$ cat src/logic/dfs_pkg.sv
package dfs_pkg;
   localparam int DFS_NUM_CH = 4;
   localparam int DFS_ADDR_W = 8;
   localparam int DFS_DATA_W = 8;

   // register addresses
   localparam logic [7:0] DFS_ADDR_LOAD_CH12 = 8'h0c;
   localparam logic [7:0] DFS_ADDR_LOAD_CH34 = 8'h0d;
   localparam logic [7:0] DFS_ADDR_LINE_OUT = 8'h0e;
   localparam logic [7:0] DFS_ADDR_STATE = 8'h0f;
   localparam logic [7:0] DFS_ADDR_CH_FAULT = 8'h10;
   localparam logic [7:0] DFS_ADDR_GLB_FAULT = 8'h11;

   // reset values
   localparam logic [7:0] DFS_RST_ZERO = 8'h00;
   localparam logic [7:0] DFS_RST_STATE = 8'h55;

   // per-channel load result nibble layout
   localparam int DFS_LOAD_S2G_BIT = 3;
   localparam int DFS_LOAD_S2P_BIT = 2;
   localparam int DFS_LOAD_OL_BIT = 1;
   localparam int DFS_LOAD_SL_BIT = 0;
   localparam int DFS_NIBBLE_W = 4;

   // global fault bit positions
   localparam int DFS_GLB_CLOCK_BIT = 4;
   localparam int DFS_GLB_PSOV_BIT = 3;
   localparam int DFS_GLB_BATOV_BIT = 2;
   localparam int DFS_GLB_PSUV_BIT = 1;
   localparam int DFS_GLB_BATUV_BIT = 0;

   // channel operating state encoding
   typedef enum logic [1:0] {
      DFS_ST_PLAY = 2'b00,
      DFS_ST_HIZ = 2'b01,
      DFS_ST_MUTE = 2'b10,
      DFS_ST_DIAG = 2'b11
   } dfs_state_e;

   typedef struct packed {
      logic [7:0] load_report_ch12;
      logic [7:0] load_report_ch34;
      logic [7:0] line_output_report;
      logic [7:0] channel_state_report;
      logic [7:0] channel_fault_flags;
      logic [7:0] global_fault_flags_one;
   } dfs_regs_s;
endpackage

$ cat src/logic/dfs_status_if.sv
`timescale 1ns/100ps
interface dfs_status_if;
   import dfs_pkg::*;
   dfs_regs_s regs;
   modport bank (output regs);
   modport reader (input regs);
endinterface

$ cat src/logic/dfs_read_mux.sv
`timescale 1ns/100ps
module dfs_read_mux
   import dfs_pkg::*;
(
   input wire logic clk_in, // clock
   input wire logic reset_in, // sync reset
   dfs_status_if.reader stat, // register contents
   input wire logic rd_en_in, // read strobe
   input wire logic [DFS_ADDR_W-1:0] rd_addr_in, // read address
   output logic [DFS_DATA_W-1:0] rd_data_out, // read data
   output logic rd_valid_out // read data valid
);
   typedef struct packed {
      logic [7:0] data;
      logic valid;
   } dfs_rd_s;

   dfs_rd_s st_q, st_d;

   // address decode; unmapped addresses read zero
   always_comb begin
      st_d = st_q;
      st_d.valid = rd_en_in;
      if (rd_en_in) begin
         unique case (rd_addr_in)
            DFS_ADDR_LOAD_CH12: st_d.data = stat.regs.load_report_ch12;
            DFS_ADDR_LOAD_CH34: st_d.data = stat.regs.load_report_ch34;
            DFS_ADDR_LINE_OUT: st_d.data = stat.regs.line_output_report;
            DFS_ADDR_STATE: st_d.data = stat.regs.channel_state_report;
            DFS_ADDR_CH_FAULT: st_d.data = stat.regs.channel_fault_flags;
            DFS_ADDR_GLB_FAULT: st_d.data = stat.regs.global_fault_flags_one;
            default: st_d.data = DFS_RST_ZERO;
         endcase
      end
   end

   // output register
   always_ff @(posedge clk_in) begin
      if (reset_in) begin
         st_q <= '0;
      end else begin
         st_q <= st_d;
      end
   end

   assign rd_data_out = st_q.data;
   assign rd_valid_out = st_q.valid;
endmodule

$ cat src/logic/dfs_bank.sv
`timescale 1ns/100ps
//
// Contract
// RQ1: ch1/ch2 load results in bits 7..4, 3..0
// RQ2: channel 1/2 load report at 0x0c, resets zero
// RQ3: channel 3/4 load report at 0x0d, zero
// RQ4: line output bits 3..0 ch1..ch4, upper zero
// RQ5: two-bit state per channel, ch1 highest
// RQ6: state report at 0x0f resets 0x55
// RQ7: overcurrent bits 7..4, dc offset 3..0
// RQ8: global faults at 0x11, bits 7..5 zero
// RQ9: bit 0 follows battery undervoltage
// RQ10: all flags read-only, reset zero
// RQ11: ch3/ch4 dc bits are dc offset
module dfs_bank
   import dfs_pkg::*;
#(
   parameter int NUM_CH = DFS_NUM_CH // channel count
) (
   input wire logic clk_in, // clock, 100 MHz
   input wire logic reset_in, // sync reset, active high
   input wire logic [NUM_CH-1:0] short_to_ground_in, // per channel, bit0 = ch1
   input wire logic [NUM_CH-1:0] short_to_power_in, // per channel
   input wire logic [NUM_CH-1:0] open_load_in, // per channel
   input wire logic [NUM_CH-1:0] shorted_load_in, // per channel
   input wire logic [NUM_CH-1:0] line_output_detected_in, // per channel
   input wire logic [2*NUM_CH-1:0] channel_state_in, // 2 bits per channel, [1:0] = ch1
   input wire logic [NUM_CH-1:0] overcurrent_flag_in, // per channel
   input wire logic [NUM_CH-1:0] dc_offset_flag_in, // per channel
   input wire logic invalid_clock_in, // input clock fault
   input wire logic power_stage_overvoltage_in, // power-stage ov
   input wire logic battery_overvoltage_in, // battery ov
   input wire logic power_stage_undervoltage_in, // power-stage uv
   input wire logic battery_undervoltage_in, // battery uv
   input wire logic rd_en_in, // read strobe from control port
   input wire logic [DFS_ADDR_W-1:0] rd_addr_in, // register address
   output logic [DFS_DATA_W-1:0] rd_data_out, // read data, next cycle
   output logic rd_valid_out // read data valid
);
   dfs_regs_s regs_q, regs_d;
   dfs_status_if stat_if ();

   logic [7:0] load12_w, load34_w, line_w, state_w, chf_w, glb_w;

   // per-channel bit placement, ch1 in the most significant slot
   genvar ch;
   generate
      for (ch = 0; ch < DFS_NUM_CH; ch++) begin : g_ch
         localparam int SLOT = DFS_NUM_CH - 1 - ch;
         localparam int NIB = (ch % 2 == 0) ? DFS_NIBBLE_W : 0;
         if (ch < 2) begin : g_lo
            assign load12_w[NIB+DFS_LOAD_S2G_BIT] = short_to_ground_in[ch]; // [RQ1]
            assign load12_w[NIB+DFS_LOAD_S2P_BIT] = short_to_power_in[ch]; // [RQ1]
            assign load12_w[NIB+DFS_LOAD_OL_BIT] = open_load_in[ch]; // [RQ1]
            assign load12_w[NIB+DFS_LOAD_SL_BIT] = shorted_load_in[ch]; // [RQ1]
         end else begin : g_hi
            assign load34_w[NIB+DFS_LOAD_S2G_BIT] = short_to_ground_in[ch]; // [RQ3]
            assign load34_w[NIB+DFS_LOAD_S2P_BIT] = short_to_power_in[ch]; // [RQ3]
            assign load34_w[NIB+DFS_LOAD_OL_BIT] = open_load_in[ch]; // [RQ3]
            assign load34_w[NIB+DFS_LOAD_SL_BIT] = shorted_load_in[ch]; // [RQ3]
         end
         assign line_w[SLOT] = line_output_detected_in[ch]; // [RQ4]
         assign state_w[2*SLOT+1:2*SLOT] = channel_state_in[2*ch+1:2*ch]; // [RQ5]
         assign chf_w[DFS_NIBBLE_W+SLOT] = overcurrent_flag_in[ch]; // [RQ7]
         assign chf_w[SLOT] = dc_offset_flag_in[ch]; // dc offset for all channels [RQ7] [RQ11]
      end
   endgenerate

   // reserved upper nibble of line output report
   assign line_w[7:DFS_NIBBLE_W] = '0; // [RQ4]

   // global faults, reserved bits zero
   always_comb begin
      glb_w = DFS_RST_ZERO; // [RQ8]
      glb_w[DFS_GLB_CLOCK_BIT] = invalid_clock_in; // [RQ8]
      glb_w[DFS_GLB_PSOV_BIT] = power_stage_overvoltage_in; // [RQ8]
      glb_w[DFS_GLB_BATOV_BIT] = battery_overvoltage_in; // [RQ8]
      glb_w[DFS_GLB_PSUV_BIT] = power_stage_undervoltage_in; // [RQ8]
      glb_w[DFS_GLB_BATUV_BIT] = battery_undervoltage_in; // [RQ9]
   end

   // next state: registers mirror the engines; no host write path exists
   always_comb begin
      regs_d = regs_q;
      regs_d.load_report_ch12 = load12_w; // [RQ10]
      regs_d.load_report_ch34 = load34_w;
      regs_d.line_output_report = line_w;
      regs_d.channel_state_report = state_w;
      regs_d.channel_fault_flags = chf_w;
      regs_d.global_fault_flags_one = glb_w;
   end

   // status registers with documented reset values
   always_ff @(posedge clk_in) begin
      if (reset_in) begin
         regs_q.load_report_ch12 <= DFS_RST_ZERO; // [RQ2]
         regs_q.load_report_ch34 <= DFS_RST_ZERO; // [RQ3]
         regs_q.line_output_report <= DFS_RST_ZERO; // [RQ10]
         regs_q.channel_state_report <= DFS_RST_STATE; // all channels high impedance [RQ6]
         regs_q.channel_fault_flags <= DFS_RST_ZERO; // [RQ7]
         regs_q.global_fault_flags_one <= DFS_RST_ZERO; // [RQ10]
      end else begin
         regs_q <= regs_d;
      end
   end

   assign stat_if.regs = regs_q;

   // read decode at the documented addresses
   dfs_read_mux u_read_mux (
      .clk_in(clk_in),
      .reset_in(reset_in),
      .stat(stat_if.reader), // [RQ2] [RQ6] [RQ8]
      .rd_en_in(rd_en_in),
      .rd_addr_in(rd_addr_in),
      .rd_data_out(rd_data_out),
      .rd_valid_out(rd_valid_out)
   );
endmodule

$ cat config.mk
export PLATFORM = sky130hd
export DESIGN_NAME = dfs_bank
export DESIGN_NICKNAME = d
export VERILOG_FILES = /design/src/logic/dfs_pkg.sv /design/src/logic/dfs_status_if.sv /design/src/logic/dfs_read_mux.sv /design/src/logic/dfs_bank.sv
export SDC_FILE = /design/constraint.sdc
export NUM_CORES = 1
export LEC_CHECK = 0
export BUFFER_PORTS_ARGS = -buffer_cell sky130_fd_sc_hd__buf_2
export CAP_MARGIN = 10
export CORE_AREA = 2 2 83 85
export CTS_CLUSTER_SIZE = 40
export DETAILED_ROUTE_END_ITERATION = 10
export DIE_AREA = 0 0 85 87
export PLACE_DENSITY = 0.53
export SYNTH_ARGS = -nofsm -noshare
export SYNTH_HDL_FRONTEND = slang
export SYNTH_SLANG_ARGS = --single-unit
export TNS_END_PERCENT = 100
$ cat constraint.sdc
create_clock -name clk_in -period 2.9 [get_ports clk_in]
set_input_delay 0.435 -clock clk_in [delete_from_list [all_inputs] [get_ports clk_in]]
set_output_delay 0.435 -clock clk_in [all_outputs]
set_load 0.05 [all_outputs]
# Word-level counts from Yosys, hierarchy flattened
# Cells that the tools add are included.
[word_totals]
ff_bits = 57
wordCells = 17
output_inout_bits = 9
[op_classes]
eq_ne = 6
mux = 1
[ops]
columns = ["cell", "n"]
rows = [
  ["8-bit one-hot mux with 6 select lines", 1],
  ["8-bit by 4-bit equality test with 1-bit output, second input constant", 4],
  ["8-bit by 5-bit equality test with 1-bit output, second input constant", 2],
]

# Logic depth before layout (Yosys ltp)
[logic_depth]
depth_word = 2
ltp_mapped = 6
depth_no_buf = 4

# By module
# A second synthesis with hierarchy kept.
[hier_totals]
cells_unflattened = 167
area_unflattened_um2 = 1895.6
[modules_own_cells]
columns = ["module", "area_each_um2", "cells_per_inst", "n_inst"]
rows = [
  ["dfs_bank", 1107.3, 87, 1],
  ["dfs_read_mux", 788.3, 80, 1],
]

# Worst setup path after synthesis
# No wires, ideal clock.
[synth_path]
path_type = "in2reg"
startpoint = "input rd_addr_in[0]"
endpoint = "register u_read_mux.st_q (netlist bit u_read_mux.rd_data_out[2])"
slack_ps = 1239
setup_ps = 117
arrival_ps = 1544
path_buffers = 1
stages = 4
path_cell_list = "buf_2 -> mux2_2 -> a311o_1 -> a32o_1"
[synth_via]
elab_chain_cells = 2
elab_cells_between_ends = 7
[synth_rtl]
columns = ["element", "line", "text"]
rows = [
  ["start: declaration", "dfs_bank.sv:36", "input wire logic [DFS_ADDR_W-1:0] rd_addr_in,"],
  ["8-bit by 5-bit equality test with 1-bit output or 8-bit by 4-bit equality test with 1-bit output (tied branches)", "dfs_read_mux.sv:25", "unique case (rd_addr_in)"],
  ["8-bit one-hot mux with 6 select lines *", "dfs_read_mux.sv:25", ""],
  ["end signal: assignment", "dfs_read_mux.sv:42", "st_q <= st_d;"],
  ["end: declaration", "dfs_read_mux.sv:18", "dfs_rd_s st_q, st_d;"],
]
# Every way passes the cells marked *; elsewhere a longest branch is shown, timed or not.
# A chain may end at the register's enable or synchronous reset.

# Worst setup path after layout
# Same ends and word-level chain as after synthesis.

==> out/metrics.cfg <==
[synth]
synth_area_per_cell_um2 = 10.9
synth_nets = 226
netlist_area_um2 = 1900
ys_ff_latch = 50
yosysUniqueCellTypes = 33
synth-edff-count = 0
async_flop_share_pct = 0
yosysWarningCount = 0
synth-seq-area-share_pct = 52.8
synth_flop_cell = dfxtp_1
syn-instance-count = 174

[sta]
setup-violations-final = 0
hold_viol_final = 0
clock_skew_ns = 0.00215
max_freq_mhz = 618
slew_headroom_pct = 70.4
finalSetupTns_ns = 0
worst_hold_slack_ns = 0.309
fin_crit_ns = 1.62
period_share_pct = 55.8
worst_slew_pin_slew_ns = 0.444
slew_violations = 0
rsz0062_at_grt = false
setup_ws_ns = 1.28

[routing]
drcViolationCount = 0
drt_iter0_drc = 82
totalWireLength_um = 3960
vias_per_cell = 4.51
ant_nets = 0
vias = 1412
wl_per_cell_um = 12.6
dr.pass1.iters = 4

[place]
dp_cells = 305
pre_cts_ws_ns = 0.951
hpwl_um = 3000
routabilityCongestion = 0.806
portBuffers = 60

[clocking]
clockBufferDepth = 2
cts_tree = yes
clock-sinks = 50
cts_buffers = 5
clk_latency_ns = 0.30
ctsHoldBuffers = 0
cts_resized = 0
cts_root_buf = clkbuf_8
clk_pin_slew_worst_paths_ns = 0.08
htreeDepth = 2
cts_setup_buffers = 0

[min_path]
hp-start = channel_state_in[0]
min_path_type = input pin to register
hold_path_end = regs_q[22]
min_path_cells = 2

[setup_path]
critical_path_arrival_ns = 1.81
slowest_stage = mux2_2
r2r-end = u_read_mux.rd_data_out[2]
rr_worst_depth = 3
critPathLaunchType = input pin
path_class = input pin to register
slowest_delay_ns = 0.39
r2r-start = regs_q[34]
cp.required_ns = 3.10
endpoint_kind = register
reg2reg_slack_ns = 1.63
worstPathCellList = buf_2 -> mux2_2 -> a311o_1 -> a32o_1
path_max_fanout = 19

[floorplanning]
die_y_um = 87
core_um2 = 6570
die_area_um2 = 7400
start_util_pct = 28.9
io_pins = 61
dieWidth_um = 85
core.rowCount = 30

[layout]
layout_commonest_cell = buf_2
layout.cells.non_filler = 313
area_growth_pct = 23.0
final_cell_mix = buf_2 (60), dfxtp_1 (50), nor2b_1 (38)
drive_gt1_share_pct = 37.3
antenna_cells = 0
nets = 284

[outcome]
status = finished, final reports clean

[pwr]
leakage_nw = 1.02
vdd_drop_max_mv = 0.189
power_density_nw_per_um2 = 542

[grt]
grt.overflow.total = 0
grt_max_degree = 31
track_usage_pct = 11.5
antenna_found_initial = 0
grt_pass1_vias = 1371
grt_pass1_wl_um = 6530

[flow_run]
maxCapViolations = 0

flip-flops by register name (all words and copies together) (netlist names):
signal and cells:
regs_q 41, u_read_mux.rd_valid_out 1, u_read_mux.rd_data_out 8
worst max path at each step:
stage               cells past startpoint                         to  slack (ns)          start
floorplan                               4  u_read_mux.rd_data_out[2]        1.24  rd_addr_in[0]
global placement                        4  u_read_mux.rd_data_out[2]        0.99  rd_addr_in[0]
detailed placement                      4  u_read_mux.rd_data_out[2]        0.95  rd_addr_in[0]
CTS                                     4  u_read_mux.rd_data_out[2]        1.26  rd_addr_in[0]
global route                            4  u_read_mux.rd_data_out[2]        1.21  rd_addr_in[0]
finish                                  4  u_read_mux.rd_data_out[2]        1.28  rd_addr_in[0]
cells in the mapped netlist (3+ instances only):
library cell | instances | area (um2)
nor2_1 | 3 | 11.3
a32oi_1 | 3 | 26.3
a22oi_1 | 6 | 45.0
nor3_1 | 7 | 35.0
inv_1 | 5 | 18.8
o221ai_1 | 3 | 26.3
mux2i_1 | 8 | 80.1
dfxtp_1 | 50 | 1000
a21oi_1 | 3 | 15.0
o211a_1 | 4 | 40.0
nor2b_1 | 38 | 238
or2_2 | 5 | 31.3
mux2_2 | 7 | 78.8
o21ai_0 | 4 | 20.0
buf_2 | 3 | 15.0
clkbuf_1 | 4 | 15.0
metrics by stage:
| step | total power, mW | instance area [um2] | utilization [%] |
|---|---|---|---|
| final | 1.26 | 2330 | 35.5 |
| after global routing | 1.32 | 2330 | 35.5 |
| after CTS | 1.28 | 2330 | 35.5 |
| after detailed placement | 0.875 | 2240 | 34.1 |
| after global placement | 0.873 | 2240 | 34.1 |
| after floorplan | 0.824 | 1900 | - |
power breakdown:
| part | total, mW | switching [mW] | internal, mW |
|---|---|---|---|
| clock | 0.409 | 0.217 | 0.192 |
| sequential | 0.727 | 0.00793 | 0.719 |
| combinational | 0.129 | 0.0644 | 0.0645 |
| total | 1.26 | 0.290 | 0.975 |
metal layers:
layer | vias to the layer above | global-route usage [%] | share of wire (%)
met5 | - | 0 | 0
met4 | 0 | 4.76 | 2.0
met3 | 5 | 3.51 | 6.8
met2 | 47 | 17.9 | 44
met1 | 637 | 14.8 | 47
li1 | 723 | - | -
worst max-delay path, delay by kind of cell:
family	cells	cell delay [ns]
mux	1	0.39
compound gates	2	0.61
buf+inv	1	0.37
logic make-up after synthesis:
group | Yosys count | share of synthesized area, %
mux | 15 | 8.38
simple gates | 65 | 21.8
buf+inv | 15 | 4.48
flops | 50 | 52.8
compound gates | 29 | 12.5
cell type report:
| class | count | area, um2 |
|---|---|---|
| inverters | 5 | 18.8 |
| well taps | 80 | 100 |
| repair buffers | 61 | 308 |
| clock buffers | 6 | 82.6 |
| multi-input cells | 109 | 811 |
| flip-flops and latches | 50 | 1000 |
| clock inverters | 2 | 12.5 |
| fillers | 688 | 4240 |
(Power assumes the default switching activity.)
